File: src/include/pocf_pkg.sv
// package for the oscillator-output and pll control field bank
// assumes a single 50 MHz clock and a plain address/strobe register port
package pocf_pkg;

  // ==========================================================
  // register offsets (byte addresses on the plain port)
  localparam logic [7:0] ADDR_OSC_CTRL  = 8'h11;
  localparam logic [7:0] ADDR_PUMP_CTRL = 8'h12;
  localparam logic [7:0] ADDR_STATUS    = 8'h13;

  // ==========================================================
  // field positions
  localparam int POS_POWER    = 7;
  localparam int POS_FORMAT   = 6;
  localparam int POS_OFS_EN   = 5;
  localparam int POS_OFS_LSB  = 0;
  localparam int POS_AMP_LSB  = 5;
  localparam int POS_PUMP_LSB = 0;
  localparam int CODE_W       = 5;
  localparam int AMP_W        = 2;

  // ==========================================================
  // reset values
  localparam logic              RST_POWER  = 1'h0;
  localparam logic              RST_FORMAT = 1'h0;
  localparam logic              RST_OFS_EN = 1'h0;
  localparam logic [CODE_W-1:0] RST_OFFSET = 5'h00;
  localparam logic [CODE_W-1:0] RST_PUMP   = 5'h18;
  localparam logic [AMP_W-1:0]  RST_AMP    = 2'h0;

  // ==========================================================
  // analog scale figures
  localparam int PUMP_STEP_UA   = 200;
  localparam int OFS_STEP_MDEG  = 900;
  localparam int AMP_LOW_MV     = 250;
  localparam int AMP_MID_MV     = 500;
  localparam int AMP_HIGH_MV    = 750;

  typedef enum logic { POCF_FMT_LVDS, POCF_FMT_ECL } pocf_format_t;

  // amplitude level after decode
  typedef enum logic [1:0] { POCF_AMP_LOW, POCF_AMP_MID, POCF_AMP_HIGH } pocf_amp_t;

  typedef struct packed {
    logic              powerOn;
    pocf_format_t      format;
    logic              offsetEnable;
    logic [CODE_W-1:0] offsetCode;
    logic [AMP_W-1:0]  amplitude;
    logic [CODE_W-1:0] pumpCode;
  } pocf_fields_t;

  localparam pocf_fields_t RST_FIELDS = '{
    powerOn:      RST_POWER,
    format:       POCF_FMT_LVDS,
    offsetEnable: RST_OFS_EN,
    offsetCode:   RST_OFFSET,
    amplitude:    RST_AMP,
    pumpCode:     RST_PUMP
  };

endpackage

File: src/verilog/pocf_bank.sv
// control field bank for reference-oscillator output and pll settings
// assumes 50 MHz clk, synchronous reset, plain register port with read data
// one cycle after the read strobe
//
// Operation
// RL1: oscillator output power bit, reset off
// RL2: oscillator output format bit, reset differential
// RL3: offset reaches detector only when enabled
// RL4: five-bit offset code, 0.9 degree steps
// RL5: software keeps offset zero unless jitter
// RL6: pump code, 200 uA times code plus one
// RL7: amplitude decode same for both formats
// RL8: fields read back, reset to defaults
//
// Implementation choices: the address-and-strobe port and the placing of the registers.
module pocf_bank #(
  parameter int CODE_WIDTH = 5
) (
  input  wire logic                            clk,
  input  wire logic                            rstn,
  input  wire logic [7:0]                      regAddr,
  input  wire logic [7:0]                      regWrData,
  input  wire logic                            regWr,
  input  wire logic                            regRd,
  output logic      [7:0]                      regRdData,
  output logic                                 oscOutPowerOn,
  output logic                                 oscOutFormat,
  output logic      [1:0]                      oscOutAmplitude,
  output logic      [1:0]                      oscOutLevel,
  output logic      [CODE_WIDTH-1:0]           detectorOffset,
  output logic                                 phaseOffsetEnable,
  output logic      [CODE_WIDTH-1:0]           synthPumpCurrentCode,
  output logic      [CODE_WIDTH:0]             synthPumpSteps
);

  // ==========================================================
  // local constants
  localparam int         REG_W         = 8;
  localparam int         POS_LEVEL_LSB = 0;
  localparam logic [7:0] RD_IDLE       = 8'h00;

  // ==========================================================
  // elaboration checks
  if (CODE_WIDTH != pocf_pkg::CODE_W)
  begin : gWidthCheck
    $error("code width must match the stored field width");
  end

  if (pocf_pkg::POS_OFS_LSB + CODE_WIDTH > pocf_pkg::POS_OFS_EN)
  begin : gOscLayoutCheck
    $error("offset code overlaps the offset enable bit");
  end

  if (pocf_pkg::POS_PUMP_LSB + CODE_WIDTH > pocf_pkg::POS_AMP_LSB)
  begin : gPumpLayoutCheck
    $error("pump code overlaps the amplitude field");
  end

  if (pocf_pkg::POS_AMP_LSB + pocf_pkg::AMP_W > REG_W)
  begin : gAmpLayoutCheck
    $error("amplitude field runs past the register word");
  end

  if (pocf_pkg::POS_POWER >= REG_W || pocf_pkg::POS_FORMAT >= REG_W ||
      pocf_pkg::POS_OFS_EN >= REG_W)
  begin : gBitLayoutCheck
    $error("control bits lie outside the register word");
  end

  if (pocf_pkg::POS_POWER == pocf_pkg::POS_FORMAT ||
      pocf_pkg::POS_POWER == pocf_pkg::POS_OFS_EN ||
      pocf_pkg::POS_FORMAT == pocf_pkg::POS_OFS_EN)
  begin : gBitDistinctCheck
    $error("control bits share a position");
  end

  if ($bits(oscOutAmplitude) != pocf_pkg::AMP_W)
  begin : gAmpWidthCheck
    $error("amplitude port width must match the stored field width");
  end

  if ($bits(regWrData) != REG_W || $bits(regRdData) != REG_W)
  begin : gBusWidthCheck
    $error("register port width must match the register word");
  end

  if (pocf_pkg::RST_FIELDS.format != pocf_pkg::RST_FORMAT)
  begin : gResetFormatCheck
    $error("stored and output format defaults disagree");
  end

  if (pocf_pkg::ADDR_OSC_CTRL == pocf_pkg::ADDR_PUMP_CTRL ||
      pocf_pkg::ADDR_OSC_CTRL == pocf_pkg::ADDR_STATUS ||
      pocf_pkg::ADDR_PUMP_CTRL == pocf_pkg::ADDR_STATUS)
  begin : gAddrDistinctCheck
    $error("register addresses must be distinct");
  end

  // ==========================================================
  // address decode, shared by the write and read paths
  function automatic logic hitAddr(input logic [7:0] addr, input logic [7:0] target);
    return addr == target;
  endfunction

  wire logic hitOsc    = hitAddr(regAddr, pocf_pkg::ADDR_OSC_CTRL);
  wire logic hitPump   = hitAddr(regAddr, pocf_pkg::ADDR_PUMP_CTRL);
  wire logic hitStatus = hitAddr(regAddr, pocf_pkg::ADDR_STATUS);
  wire logic wrOsc     = regWr && hitOsc;
  wire logic wrPump    = regWr && hitPump;

  // ==========================================================
  // field storage
  pocf_pkg::pocf_fields_t fields;

  pocf_field_store uStore (
    .clk    (clk),
    .rstn   (rstn),
    .wrOsc  (wrOsc),
    .wrPump (wrPump),
    .wrData (regWrData),
    .fields (fields)
  );

  // ==========================================================
  // amplitude decode, independent of output format
  function automatic pocf_pkg::pocf_amp_t ampLevel(input logic [1:0] code);
    pocf_pkg::pocf_amp_t lvl;
    lvl = pocf_pkg::POCF_AMP_LOW;
    case (code)
      2'h0:    lvl = pocf_pkg::POCF_AMP_LOW;
      2'h1:    lvl = pocf_pkg::POCF_AMP_MID;
      2'h2:    lvl = pocf_pkg::POCF_AMP_MID;
      2'h3:    lvl = pocf_pkg::POCF_AMP_HIGH;
      default: lvl = pocf_pkg::POCF_AMP_LOW;
    endcase
    return lvl;
  endfunction

  wire pocf_pkg::pocf_amp_t ampNow = ampLevel(fields.amplitude); // [RL7]

  // ==========================================================
  // detector offset, zero unless the enable bit is set
  function automatic logic [CODE_WIDTH-1:0] gateOffset(
    input logic                  enable,
    input logic [CODE_WIDTH-1:0] code
  );
    logic [CODE_WIDTH-1:0] applied;
    applied = '0;
    if (enable)
      applied = code;
    return applied;
  endfunction

  wire logic [CODE_WIDTH-1:0] offsetNow =
    gateOffset(fields.offsetEnable, fields.offsetCode); // [RL3] [RL4]

  // ==========================================================
  // pump current in 200 uA steps: code plus one
  function automatic logic [CODE_WIDTH:0] pumpSteps(input logic [CODE_WIDTH-1:0] code);
    return {1'b0, code} + {{CODE_WIDTH{1'b0}}, 1'b1};
  endfunction

  wire logic [CODE_WIDTH:0] pumpStepsNow = pumpSteps(fields.pumpCode); // [RL6]

  // ==========================================================
  // read-back words
  // fields sit at named positions; spare bits read 0
  function automatic logic [7:0] packOscWord(input pocf_pkg::pocf_fields_t f);
    logic [7:0] w;
    w = '0;
    w[pocf_pkg::POS_POWER]  = f.powerOn;
    w[pocf_pkg::POS_FORMAT] = f.format;
    w[pocf_pkg::POS_OFS_EN] = f.offsetEnable;
    w[pocf_pkg::POS_OFS_LSB +: pocf_pkg::CODE_W] = f.offsetCode;
    return w;
  endfunction

  function automatic logic [7:0] packPumpWord(input pocf_pkg::pocf_fields_t f);
    logic [7:0] w;
    w = '0;
    w[pocf_pkg::POS_AMP_LSB +: pocf_pkg::AMP_W]   = f.amplitude;
    w[pocf_pkg::POS_PUMP_LSB +: pocf_pkg::CODE_W] = f.pumpCode;
    return w;
  endfunction

  function automatic logic [7:0] packStatusWord(input pocf_pkg::pocf_amp_t lvl);
    logic [7:0] w;
    w = '0;
    w[POS_LEVEL_LSB +: $bits(pocf_pkg::pocf_amp_t)] = lvl;
    return w;
  endfunction

  wire logic [7:0] oscWord    = packOscWord(fields); // [RL1] [RL2] [RL8]
  wire logic [7:0] pumpWord   = packPumpWord(fields); // [RL8]
  wire logic [7:0] statusWord = packStatusWord(ampNow);

  wire logic [7:0] rdSelect =
    hitOsc    ? oscWord    :
    hitPump   ? pumpWord   :
    hitStatus ? statusWord : RD_IDLE;

  // ==========================================================
  // read data: one cycle after the strobe, idle value otherwise
  // idle zero keeps a stray sample from showing a stale word
  wire logic [7:0] next_regRdData = regRd ? rdSelect : RD_IDLE;

  always_ff @(posedge clk)
  begin
    if (!rstn)
      regRdData <= RD_IDLE;
    else
      regRdData <= next_regRdData; // [RL8]
  end

  // ==========================================================
  // oscillator output power
  wire logic next_oscOutPowerOn = fields.powerOn;

  always_ff @(posedge clk)
  begin
    if (!rstn)
      oscOutPowerOn <= pocf_pkg::RST_POWER;
    else
      oscOutPowerOn <= next_oscOutPowerOn; // [RL1]
  end

  // ==========================================================
  // oscillator output format
  wire logic next_oscOutFormat = fields.format;

  always_ff @(posedge clk)
  begin
    if (!rstn)
      oscOutFormat <= pocf_pkg::RST_FORMAT;
    else
      oscOutFormat <= next_oscOutFormat; // [RL2]
  end

  // ==========================================================
  // raw amplitude field
  wire logic [1:0] next_oscOutAmplitude = fields.amplitude;

  always_ff @(posedge clk)
  begin
    if (!rstn)
      oscOutAmplitude <= pocf_pkg::RST_AMP;
    else
      oscOutAmplitude <= next_oscOutAmplitude; // [RL8]
  end

  // ==========================================================
  // decoded amplitude level
  // format is not an input of the decode on purpose
  wire logic [1:0] next_oscOutLevel = ampNow;

  always_ff @(posedge clk)
  begin
    if (!rstn)
      oscOutLevel <= ampLevel(pocf_pkg::RST_AMP);
    else
      oscOutLevel <= next_oscOutLevel; // [RL7]
  end

  // ==========================================================
  // offset applied at the detector
  // gated before the flop so a disabled code never reaches the pin
  wire logic [CODE_WIDTH-1:0] next_detectorOffset = offsetNow;

  always_ff @(posedge clk)
  begin
    if (!rstn)
      detectorOffset <= gateOffset(pocf_pkg::RST_OFS_EN, pocf_pkg::RST_OFFSET);
    else
      detectorOffset <= next_detectorOffset; // [RL3]
  end

  // ==========================================================
  // offset enable bit
  wire logic next_phaseOffsetEnable = fields.offsetEnable;

  always_ff @(posedge clk)
  begin
    if (!rstn)
      phaseOffsetEnable <= pocf_pkg::RST_OFS_EN;
    else
      phaseOffsetEnable <= next_phaseOffsetEnable; // [RL3]
  end

  // ==========================================================
  // synthesizer pump code
  wire logic [CODE_WIDTH-1:0] next_synthPumpCurrentCode = fields.pumpCode;

  always_ff @(posedge clk)
  begin
    if (!rstn)
      synthPumpCurrentCode <= pocf_pkg::RST_PUMP;
    else
      synthPumpCurrentCode <= next_synthPumpCurrentCode; // [RL6]
  end

  // ==========================================================
  // pump current in unit steps
  // one bit wider so the top code does not wrap to zero
  wire logic [CODE_WIDTH:0] next_synthPumpSteps = pumpStepsNow;

  always_ff @(posedge clk)
  begin
    if (!rstn)
      synthPumpSteps <= pumpSteps(pocf_pkg::RST_PUMP);
    else
      synthPumpSteps <= next_synthPumpSteps; // [RL6]
  end

endmodule

File: src/verilog/pocf_field_store.sv
// field store: holds the control fields, written by byte, reset to defaults
// assumes synchronous active-low reset and one write strobe per cycle
module pocf_field_store (
  input  wire logic                  clk,
  input  wire logic                  rstn,
  input  wire logic                  wrOsc,
  input  wire logic                  wrPump,
  input  wire logic [7:0]            wrData,
  output pocf_pkg::pocf_fields_t     fields
);

  // ==========================================================
  // next value
  pocf_pkg::pocf_fields_t next_fields;

  always_comb
  begin
    next_fields = fields;
    if (wrOsc)
    begin
      next_fields.powerOn      = wrData[pocf_pkg::POS_POWER];
      next_fields.format       = pocf_pkg::pocf_format_t'(wrData[pocf_pkg::POS_FORMAT]);
      next_fields.offsetEnable = wrData[pocf_pkg::POS_OFS_EN];
      next_fields.offsetCode   =
        wrData[pocf_pkg::POS_OFS_LSB +: pocf_pkg::CODE_W];
    end
    if (wrPump)
    begin
      next_fields.amplitude = wrData[pocf_pkg::POS_AMP_LSB +: pocf_pkg::AMP_W];
      next_fields.pumpCode  = wrData[pocf_pkg::POS_PUMP_LSB +: pocf_pkg::CODE_W];
    end
  end

  // ==========================================================
  // storage
  always_ff @(posedge clk)
  begin
    if (!rstn)
      fields <= pocf_pkg::RST_FIELDS; // [RL8]
    else
      fields <= next_fields; // [RL8]
  end

endmodule

File: config.mk
export PLATFORM = sky130hd
export DESIGN_NAME = pocf_bank
export DESIGN_NICKNAME = d
export VERILOG_FILES = /design/src/include/pocf_pkg.sv /design/src/verilog/pocf_bank.sv /design/src/verilog/pocf_field_store.sv
export SDC_FILE = /design/constraint.sdc
export NUM_CORES = 1
export LEC_CHECK = 0
export BUFFER_PORTS_ARGS = -buffer_cell sky130_fd_sc_hd__clkbuf_2
export CAP_MARGIN = 20
export CORE_MARGIN = 4
export CORE_UTILIZATION = 40
export CTS_BUF_LIST = sky130_fd_sc_hd__clkbuf_2 sky130_fd_sc_hd__clkbuf_4 sky130_fd_sc_hd__clkbuf_8
export DETAILED_ROUTE_END_ITERATION = 6
export PLACE_DENSITY = 0.65
export SYNTH_ARGS = -nofsm -noshare
export SYNTH_HDL_FRONTEND = slang
export SYNTH_SLANG_ARGS = --single-unit
export TNS_END_PERCENT = 10
File: constraint.sdc
create_clock -name clk -period 3.2 [get_ports clk]
set_input_delay 0.16 -clock clk [delete_from_list [all_inputs] [get_ports clk]]
set_output_delay 0.16 -clock clk [all_outputs]
set_load 0.1 [all_outputs]
==> results of run 1 <==
==> metrics by stage <==
step	setup WS (ns)	total power, W	instances	hold WS (ns)
after detailed placement	1.68	0.000624	239	0.403
after global routing	1.86	0.00101	247	0.123
final	1.93	0.000963	247	0.0840
after global placement	1.75	0.000623	239	0.390
after CTS	1.95	0.000977	247	0.0810
after floorplan	2.06	0.000604	146	0.299
==> worst max path at each step <==
| stage | from | endpoint | slack, ns | cells past startpoint |
|---|---|---|---|---|
| 2_1_floorplan | uStore.fields[5] | regRdData[0] | 2.06 | 4 |
| 3_3_place_gp | regAddr[0] | uStore.fields[6] | 1.75 | 4 |
| 3_5_place_dp | regAddr[0] | uStore.fields[5] | 1.68 | 4 |
| 4_1_cts | uStore.fields[5] | regRdData[0] | 1.95 | 4 |
| 5_1_grt | uStore.fields[5] | regRdData[0] | 1.86 | 4 |
| 6_report | uStore.fields[5] | regRdData[0] | 1.93 | 4 |
==> sequential cells by signal, indices dropped and copies added, names as in the netlist <==
register / cells
uStore.fields: 15
synthPumpCurrentCode: 5
oscOutPowerOn: 1
oscOutFormat: 1
oscOutAmplitude: 2
phaseOffsetEnable: 1
oscOutLevel: 2
detectorOffset: 5
synthPumpSteps: 6
regRdData: 8
==> layout by cell type (no fill, tap or decap) <==
master       n
a22oi_1      7
clkbuf_8     6
mux2_2       2
nand3_4      1
nand3_1      3
nor3b_1      1
a31oi_1      4
nor4b_4      3
clkinv_2     1
and2_1       4
nand2_1     24
xor2_1       3
nand2b_1     2
inv_1       10
mux2i_1     13
dfxtp_1     46
and3_1       6
ha_1         2
nand4_1      1
clkbuf_2    50
clkinvlp_4   1
nor2_1       9
==> Yosys cell counts <==
cell type,instances
nand3_4,1
and2_1,4
nor3b_1,1
and3_1,6
buf_4,1
nand4_1,1
xor2_1,3
nand2_1,24
a22oi_1,7
a31oi_1,4
nor4b_4,3
mux2i_1,13
nor2_1,9
nand2b_1,2
mux2_2,2
inv_1,10
clkbuf_1,4
ha_1,2
dfxtp_1,46
nand3_1,3
==> power by group <==
group          internal (W)  switching, W  leakage [nW]
Clock              0.000173      0.000180        0.0472
Combinational     0.0000148     0.0000227         0.562
Sequential         0.000572   0.000000300         0.371
==> cell type report <==
cell class	count	area share
tap	48	0.0306
timing repair buffer	50	0.128
multi-input combinational	85	0.305
clock inverter	2	0.00638
clock buffer	6	0.0421
inverter	10	0.0191
sequential	46	0.469
==> cell families (layout without fill, tap and decap cells) <==
family          count (synthesis)  count (layout)
simple gates                   54              54
flops                          46              46
mux                            15              15
buf+inv                        15              68
compound gates                 11              11
xor+xnor                        3               3
fa+ha+maj                       2               2
==> critical path, stage by stage, from the launching register on <==
cell and delay [ns]:
dfxtp_1 0.34, ha_1 0.32, mux2_2 0.27, a22oi_1 0.17, nor2_1 0.06
==> metal layers <==
layer	GRT usage	wire (µm)
met4	0.0626	71
met3	0.0710	246
met1	0.165	1380
met2	0.226	1570
met5	0	0
==> impl_metrics.csv, run 1 <==
group,metric,value,unit
status,status,"complete, no violations",
worst_setup_path,startpoint_type,"flop",
yosys,synthAdderAreaFrac,0.0158,
yosys,synth_xor_area_frac,0.0166,
floorplan,core_area,3740,µm²
sta,timing.setup.tns,0,ns
place,portBuffers,50,
power,pwr_density_cell,491,nW/µm²
cts,numCtsBuffers,5,
floorplan,fp.dieArea,5020,µm²
cts,post_cts_resized,0,
detailed_routing,drt_iter0_drc,71,
finish,areaGrowthSynthToFinish,24.2,%
sta,min_period,1.27,ns
finish,drive_gt1_frac,0.322,
floorplan,die_w,70.8,µm
yosys,yosys-top-cells-area,"dfxtp_1, mux2i_1, nand2_1",
cts,htree_levels,2,
hold_path,hold_path_startpoint,"regWrData[7]",
sta,finalSetupViolations,0,
floorplan,start_util,0.422,
detailed_routing,ant_nets,0,
worst_setup_path,crit_type,"reg -> reg",
detailed_routing,firstDrtPassIters,4,
worst_setup_path,critPathMaxFanout,3,
yosys,synth_warnings,0,
floorplan,std_cell_rows,22,
yosys,yosysUniqueCellTypes,20,
detailed_routing,drt_wl_total,3260,µm
sta,finalCritPeriodShare,0.396,
sta,rsz0062_at_grt,"no",
yosys,synth-compound-area-share,0.0491,
power,ir_drop,0.241,mV
floorplan,ios,51,
global_route,grt_max_degree,38,
yosys,synth-simple-area-share,0.200,
cts,clock_latency,0.29,ns
cts,numClockSinks,46,
finish,multi_input_area,598,µm²
detailed_routing,avgRoutedWirePerCell,13.2,µm
cts,cts_setup_buffers,0,
sta,fmaxAchievable,0.789,GHz
cts,ctsHoldBuffers,0,
yosys,synth_top_area_cell,"dfxtp_1",
finish,nNetsFinal,220,
worst_setup_path,r2r_start,"uStore.fields[5]",
detailed_routing,avgViaCountPerCell,4.69,
yosys,syn-num-nets,168,
global_route,grt_pass1_wl,5680,µm
sta,maxSlewViolCount,0,
global_route,globalRouteOverflowTotal,0,
sta,slew_headroom,0.572,
finish,regArea,921,µm²
finish,diodes,0,
yosys,synth_area_per_cell,10.8,µm²
cts,cts_tree,"done",
detailed_routing,drc,0,
finish,final_core_util,0.524,
detailed_routing,vias,1159,
yosys,postSynthCellCount,146,
yosys,ys_ff_latch,46,
finish,final_area,1960,µm²
yosys,muxShareOfSynthArea,0.0967,
place,hpwl,2510,µm
sta,worstMarginPinSlew,0.642,ns
cts,cts.clk_slew.worst_paths,0.08,ns
sta,hold_viol_final,0,
worst_setup_path,reg2reg_depth,4,
yosys,synth_top_family_by_area,"simple AND/OR/NAND/NOR gates",
worst_setup_path,r2r_slack,1.93,ns
place,place.gp.congestion,0.773,
yosys,synthesis.area,1580,µm²
floorplan,die-height,70.8,µm
hold_path,hold_end,"uStore.fields[14]",
worst_setup_path,cp.arrival,1.44,ns
finish,fillerInstances,363,
run,maxCapViolCount,0,
hold_path,hold_path_class,"in -> reg",
cts,cts.root.buffer_cell,"clkbuf_8",
power,p_leak,0.980,nW
global_route,grt.total_usage,0.144,
cts,cts_buffer_depth,2,
hold_path,whs_path_depth,3,
global_route,grt_antenna_before_repair,0,
worst_setup_path,cp.required,3.37,ns
place,placed_cell_area,1870,µm²
worst_setup_path,rr_endpoint,"regRdData[0]",
global_route,grt_pass1_vias,1221,
yosys,synth_top_area_share,0.583,
yosys,ys_seq_area_frac,0.583,
sta,fin_skew,0.00828,ns
worst_setup_path,endpoint_kind,"flop",
Power figures use the tool's default switching activity.
==> run 2: changes to the inputs <==
==> constraint.sdc (replaced) <==
create_clock -name clk -period 1.25 [get_ports clk]
set_input_delay 0.0625 -clock clk [delete_from_list [all_inputs] [get_ports clk]]
set_output_delay 0.0625 -clock clk [all_outputs]
set_load 0.1 [all_outputs]
==> run 2 against run 1 <==
Sequential share of layout area is 2.7 points lower. Via count is 4.4% higher. Power grew to 2.8 times the previous value. Clock skew is 0.0019 ns higher. Global-route usage is 0.26 points higher. Final cell count is 3.2% higher. Clock power grew to 3.1 times the previous value. Largest cell class unchanged. Highest routed layer unchanged.
==> impl_metrics.csv, run 2 (synthesis gave the netlist of run 1 again) <==
group,metric,value,unit
sta,hold_viol_final,0,
global_route,grt_use_met2,0.239,
worst_setup_path,rr_endpoint,"regRdData[0]",
detailed_routing,drt_wl_total,3540,µm
worst_setup_path,r2r_slack,0.07,ns
worst_setup_path,startpoint_type,"flop",
worst_setup_path,cp.required,1.43,ns
global_route,grt.total_usage,0.146,
cts,cts.root.buffer_cell,"clkbuf_8",
sta,min_period,1.18,ns
finish,final_cell_mix,"clkbuf_2, dfxtp_1, nand2_1",
power,p_clk_frac,0.407,
worst_setup_path,endpoint_kind,"flop",
hold_path,whs_path_depth,3,
power,swShare,0.207,
global_route,globalRouteOverflowTotal,0,
sta,maxSlewViolCount,0,
sta,worstMarginPinSlew,0.548,ns
floorplan,die_w,70.8,µm
worst_setup_path,cp-startpoint,"uStore.fields[6]",
run,maxCapViolCount,0,
cts,cts.clk_slew.worst_paths,0.09,ns
cts,numClockSinks,46,
sta,finalSetupViolations,0,
detailed_routing,drc,0,
detailed_routing,vias,1210,
global_route,grt_pass1_vias,1212,
hold_path,hold_path_class,"in -> reg",
finish,nNetsFinal,228,
cts,numCtsBuffers,5,
finish,areaGrowthSynthToFinish,32.1,%
power,pwr_density_cell,1280,nW/µm²
worst_setup_path,critPathMaxFanout,3,
place,dp_cells,245,
hold_path,hold_path_startpoint,"regWrData[6]",
finish,diodes,0,
power,ir_drop,0.873,mV
floorplan,fp.dieArea,5020,µm²
hold_path,hold_end,"uStore.fields[13]",
sta,slew_headroom,0.636,
finish,regMostFlops,"uStore.fields",
finish,drive_gt1_frac,0.353,
finish,largest_reg_flops,15,
worst_setup_path,r2r_start,"uStore.fields[6]",
detailed_routing,ant_nets,0,
global_route,grt_max_degree,20,
detailed_routing,avgRoutedWirePerCell,13.9,µm
power,intPower,0.00211,W
detailed_routing,avgViaCountPerCell,4.75,
place,portBuffers,50,
sta,fmaxAchievable,0.851,GHz
cts,cts_buffer_depth,2,
worst_setup_path,crit_type,"reg -> reg",
place,place.gp.congestion,0.742,
cts,cts_tree,"done",
cts,cts_setup_buffers,0,
floorplan,start_util,0.422,
finish,reg_top3,"uStore.fields: 15 flops, regRdData: 8 flops, synthPumpSteps: 6 flops",
power,netSwitchingPower,0.000550,W
global_route,grt_antenna_before_repair,0,
power,power_frac_seq,0.550,
sta,fin_skew,0.0102,ns
global_route,met3_usage,0.0582,
floorplan,std_cell_rows,22,
floorplan,ios,51,
floorplan,die-height,70.8,µm
finish,mostFrequentLayoutCell,"clkbuf_2",
finish,stdcell_count,255,
global_route,grt_util_met1,0.169,
place,hpwl,2730,µm
sta,rsz0062_at_grt,"no",
detailed_routing,firstDrtPassIters,4,
power,power_frac_comb,0.042,
floorplan,core_area,3740,µm²
power,p_leak,1.03,nW
global_route,grt_pass1_wl,5750,µm
worst_setup_path,cp.arrival,1.36,ns
cts,clock_latency,0.30,ns
sta,timing.setup.tns,0,ns
sta,finalCritPeriodShare,0.940,
detailed_routing,drt_iter0_drc,52,
status,status,"complete, no violations",
cts,htree_levels,2,
global_route,grt_busiest_layer,"met2",
worst_setup_path,reg2reg_depth,4,
## run 2: cell count changes in the layout (fill, tap and decap cells not counted), sizes merged
cell / delta
buf: +10
clkbuf: -5
dlygate4sd3: +2
bufinv: +1
clkinvlp: -1
inv: +1
## run 2: how the worst max path moves through the flow
stage                   end  slack [ns]  depth (start not counted)
2_1_floorplan  regRdData[0]        0.11                          4
3_3_place_gp   regRdData[0]        0.08                          4
3_5_place_dp   regRdData[0]        0.02                          4
4_1_cts        regRdData[0]       0.005                          4
5_1_grt        regRdData[0]        0.01                          4
6_report       regRdData[0]        0.07                          4
## run 2: cell type report
type / count / area, µm²
Clock buffer: 5 / 68.8
Timing Repair Buffer: 58 / 338
Multi-Input combinational cell: 85 / 616
Sequential cell: 46 / 922
Tap cell: 48 / 60.1
Inverter: 10 / 37.5
Clock inverter: 3 / 43.8
Fill cell: 355 / 1660
## run 2: critical path, stage by stage, from the launching register on
cell and delay (ns):
dfxtp_1 0.40, ha_4 0.22, mux2_2 0.27, a22oi_2 0.11
nor2_1 0.05
## run 2: power groups by stage
| stage | combinational, W | clock (W) | sequential, W |
|---|---|---|---|
| floorplan | 0.0000421 | 0 | 0.00150 |
| global placement | 0.000103 | 0 | 0.00150 |
| detailed placement | 0.000106 | 0 | 0.00150 |
| CTS | 0.000111 | 0.00111 | 0.00147 |
| global route | 0.000121 | 0.00118 | 0.00147 |
| finish | 0.000112 | 0.00108 | 0.00147 |
## run 2: per-stage QoR
stage / hold WS [ns] / utilization / total power (W) / instance area [µm²] / setup slack [ns]
after floorplan: 0.201 / - / 0.00155 / 1580 / 0.114
after global placement: 0.293 / 0.517 / 0.00160 / 1930 / 0.0785
after detailed placement: 0.293 / 0.517 / 0.00161 / 1930 / 0.0151
after CTS: 0.00564 / 0.552 / 0.00269 / 2070 / 0.00464
after global routing: 0.0157 / 0.557 / 0.00277 / 2090 / 0.0106
final: 0.00987 / 0.557 / 0.00266 / 2090 / 0.0746
## run 2: routing by layer
layer,wire (µm),vias up
li1,-,605
met1,1530,554
met2,1670,41
met3,250,10
met4,85,0
met5,0,-
## run 2: what timing repair did
| action | CTS | global route |
|---|---|---|
| pin swaps | 0 | 0 |
| hold buffers | 2 | 0 |
| endpoints found under the hold margin | 2 | 0 |
| endpoints found under the setup margin | 1 | 1 |
| cloned | 0 | 0 |
| gates resized for setup | 1 | 2 |
==> run 3: changes to the inputs <==
--- a/config.mk
+++ b/config.mk
@@ -7,7 +7,7 @@
 export LEC_CHECK = 0
 export BUFFER_PORTS_ARGS = -buffer_cell sky130_fd_sc_hd__clkbuf_2
 export CAP_MARGIN = 20
-export CORE_MARGIN = 4
+export CORE_MARGIN = 2
 export CORE_UTILIZATION = 40
 export CTS_BUF_LIST = sky130_fd_sc_hd__clkbuf_2 sky130_fd_sc_hd__clkbuf_4 sky130_fd_sc_hd__clkbuf_8
 export DETAILED_ROUTE_END_ITERATION = 6
==> run 3 against run 2 <==
Via count fell by 2.1%. Fmax rose by 1.1%. Final cell count is 0.78% lower. Critical endpoint unchanged. Count of clock-buffer cells in the layout up 2. Hold slack got worse by 0.0027 ns. Core utilization down 0.56 points. Highest routed layer unchanged. Combinational power shrank 4%. Register-to-register slack about the same. Sequential power about the same. Non-clock buffer count down 1. Design area shrank 1.7%. Die area down 11%.
==> impl_metrics.csv, run 3 (synthesis gave the netlist of run 1 again) <==
group,metric,value,unit
global_route,globalRouteOverflowTotal,0,
sta,finalSetupViolations,0,
worst_setup_path,startpoint_type,"flop",
floorplan,die_w,66.8,µm
detailed_routing,dr_wl_met3,230,µm
cts,cts.root.buffer_cell,"clkbuf_8",
global_route,grt_max_degree,22,
worst_setup_path,cp.required,1.43,ns
detailed_routing,ant_nets,0,
cts,cts_tree,"done",
detailed_routing,avgViaCountPerCell,4.68,
cts,clock_latency,0.30,ns
finish,drive_gt1_frac,0.346,
detailed_routing,firstDrtPassIters,4,
global_route,grt_pass1_wl,5020,µm
sta,min_period,1.16,ns
worst_setup_path,cp.arrival,1.34,ns
worst_setup_path,crit_type,"reg -> reg",
floorplan,std_cell_rows,22,
cts,cts_setup_buffers,0,
detailed_routing,vias,1185,
place,place.gp.congestion,0.769,
power,total_power,0.00246,W
finish,regMostFlops,"uStore.fields",
global_route,grt_antenna_before_repair,0,
sta,hold_viol_final,0,
place,dp_cells,244,
detailed_routing,routed-wl-met2,1490,µm
sta,slew_headroom,0.639,
sta,maxSlewViolCount,0,
detailed_routing,drc,0,
worst_setup_path,endpoint_kind,"flop",
sta,fmaxAchievable,0.860,GHz
sta,timing.setup.tns,0,ns
detailed_routing,drt_wl_total,3260,µm
worst_setup_path,critPathMaxFanout,3,
floorplan,fp.dieArea,4470,µm²
floorplan,start_util,0.425,
power,pwr_density_cell,1200,nW/µm²
finish,fillerInstances,343,
global_route,grt_pass1_vias,1134,
detailed_routing,wl_met1,1480,µm
cts,htree_levels,2,
finish,mostFrequentLayoutCell,"clkbuf_2",
finish,final_cell_mix,"clkbuf_2, dfxtp_1, nand2_1",
cts,cts.clk_slew.worst_paths,0.08,ns
finish,reg_top3,"uStore.fields: 15 flops, regRdData: 8 flops, synthPumpSteps: 6 flops",
finish,final_core_util,0.552,
detailed_routing,drt_iter0_drc,55,
cts,cts_buffer_depth,2,
global_route,grt.total_usage,0.155,
sta,rsz0062_at_grt,"no",
detailed_routing,avgRoutedWirePerCell,12.9,µm
floorplan,core_area,3720,µm²
floorplan,die-height,66.8,µm
finish,diodes,0,
run,maxCapViolCount,0,
finish,stdcell_count,253,
finish,nNetsFinal,227,
place,portBuffers,50,
hold_path,hold_path_class,"in -> reg",
status,status,"complete, no violations",
finish,largest_reg_flops,15,
floorplan,ios,51,
sta,fin_skew,0.00312,ns
finish,areaGrowthSynthToFinish,29.8,%
sta,finalCritPeriodShare,0.930,
power,p_leak,1.02,nW
power,ir_drop,0.645,mV
place,hpwl,2400,µm
cts,numCtsBuffers,5,
sta,whs,0.00714,ns
sta,worstMarginPinSlew,0.544,ns
detailed_routing,top_layer_used,"met4",
cts,numClockSinks,46,
[run 3: cell count changes in the layout (fill, tap and decap cells not counted)]
cell / before / now
buf_4: 9 / 8
inv_6: 1 / 0
clkinv_2: 1 / 0
bufinv_16: 1 / 0
clkbuf_4: 0 / 2
[run 3: metal layers]
layer,vias up,track usage
met4,0,0.0842
li1,601,-
met2,45,0.248
met3,4,0.0473
met1,535,0.185
met5,-,0
[run 3: worst paths after layout]
check | cells after the start | slack (ns) | from | end
min reg2reg | 2 | 0.44 | uStore.fields[14] | regRdData[7]
min | 3 | 0.007 | regWrData[4] | uStore.fields[4]
max reg2reg | 4 | 0.09 | uStore.fields[5] | regRdData[0]
max | 4 | 0.09 | uStore.fields[5] | regRdData[0]
[run 3: where the power goes]
group	total [W]	switching, W	internal (W)
clock	0.000883	0.000454	0.000428
combinational	0.000108	0.0000610	0.0000471
sequential	0.00147	0.000000780	0.00146
total	0.00246	0.000516	0.00194
[run 3: area by class of cell]
| type | instances | area, µm² | share of cell area |
|---|---|---|---|
| flip-flops and latches | 46 | 922 | 0.450 |
| multi-input cells | 85 | 616 | 0.300 |
| repair buffers | 57 | 330 | 0.161 |
| clock buffers | 7 | 83.8 | 0.0409 |
| well taps | 48 | 60.1 | 0.0293 |
| inverters | 10 | 37.5 | 0.0183 |
[run 3: metrics by stage]
stage / instance area, µm² / setup WS [ns]
6_report: 2050 / 0.0873
5_1_grt: 2050 / 0.0430
4_1_cts: 2030 / 0.0272
3_5_place_dp: 1930 / 0.0393
3_3_place_gp: 1930 / 0.0819
2_1_floorplan: 1580 / 0.114
[run 3: what timing repair did]
action                                  CTS  global route
endpoints found under the hold margin     2             0
hold buffers                              2             0
gates resized for setup                   0             3
endpoints found under the setup margin    0             1
[run 3: critical path, cell delays in order, from the launching register on]
cell,delay (ns)
dfxtp_1,0.40
ha_4,0.22
mux2_2,0.26
a22oi_2,0.11
nor2_1,0.05
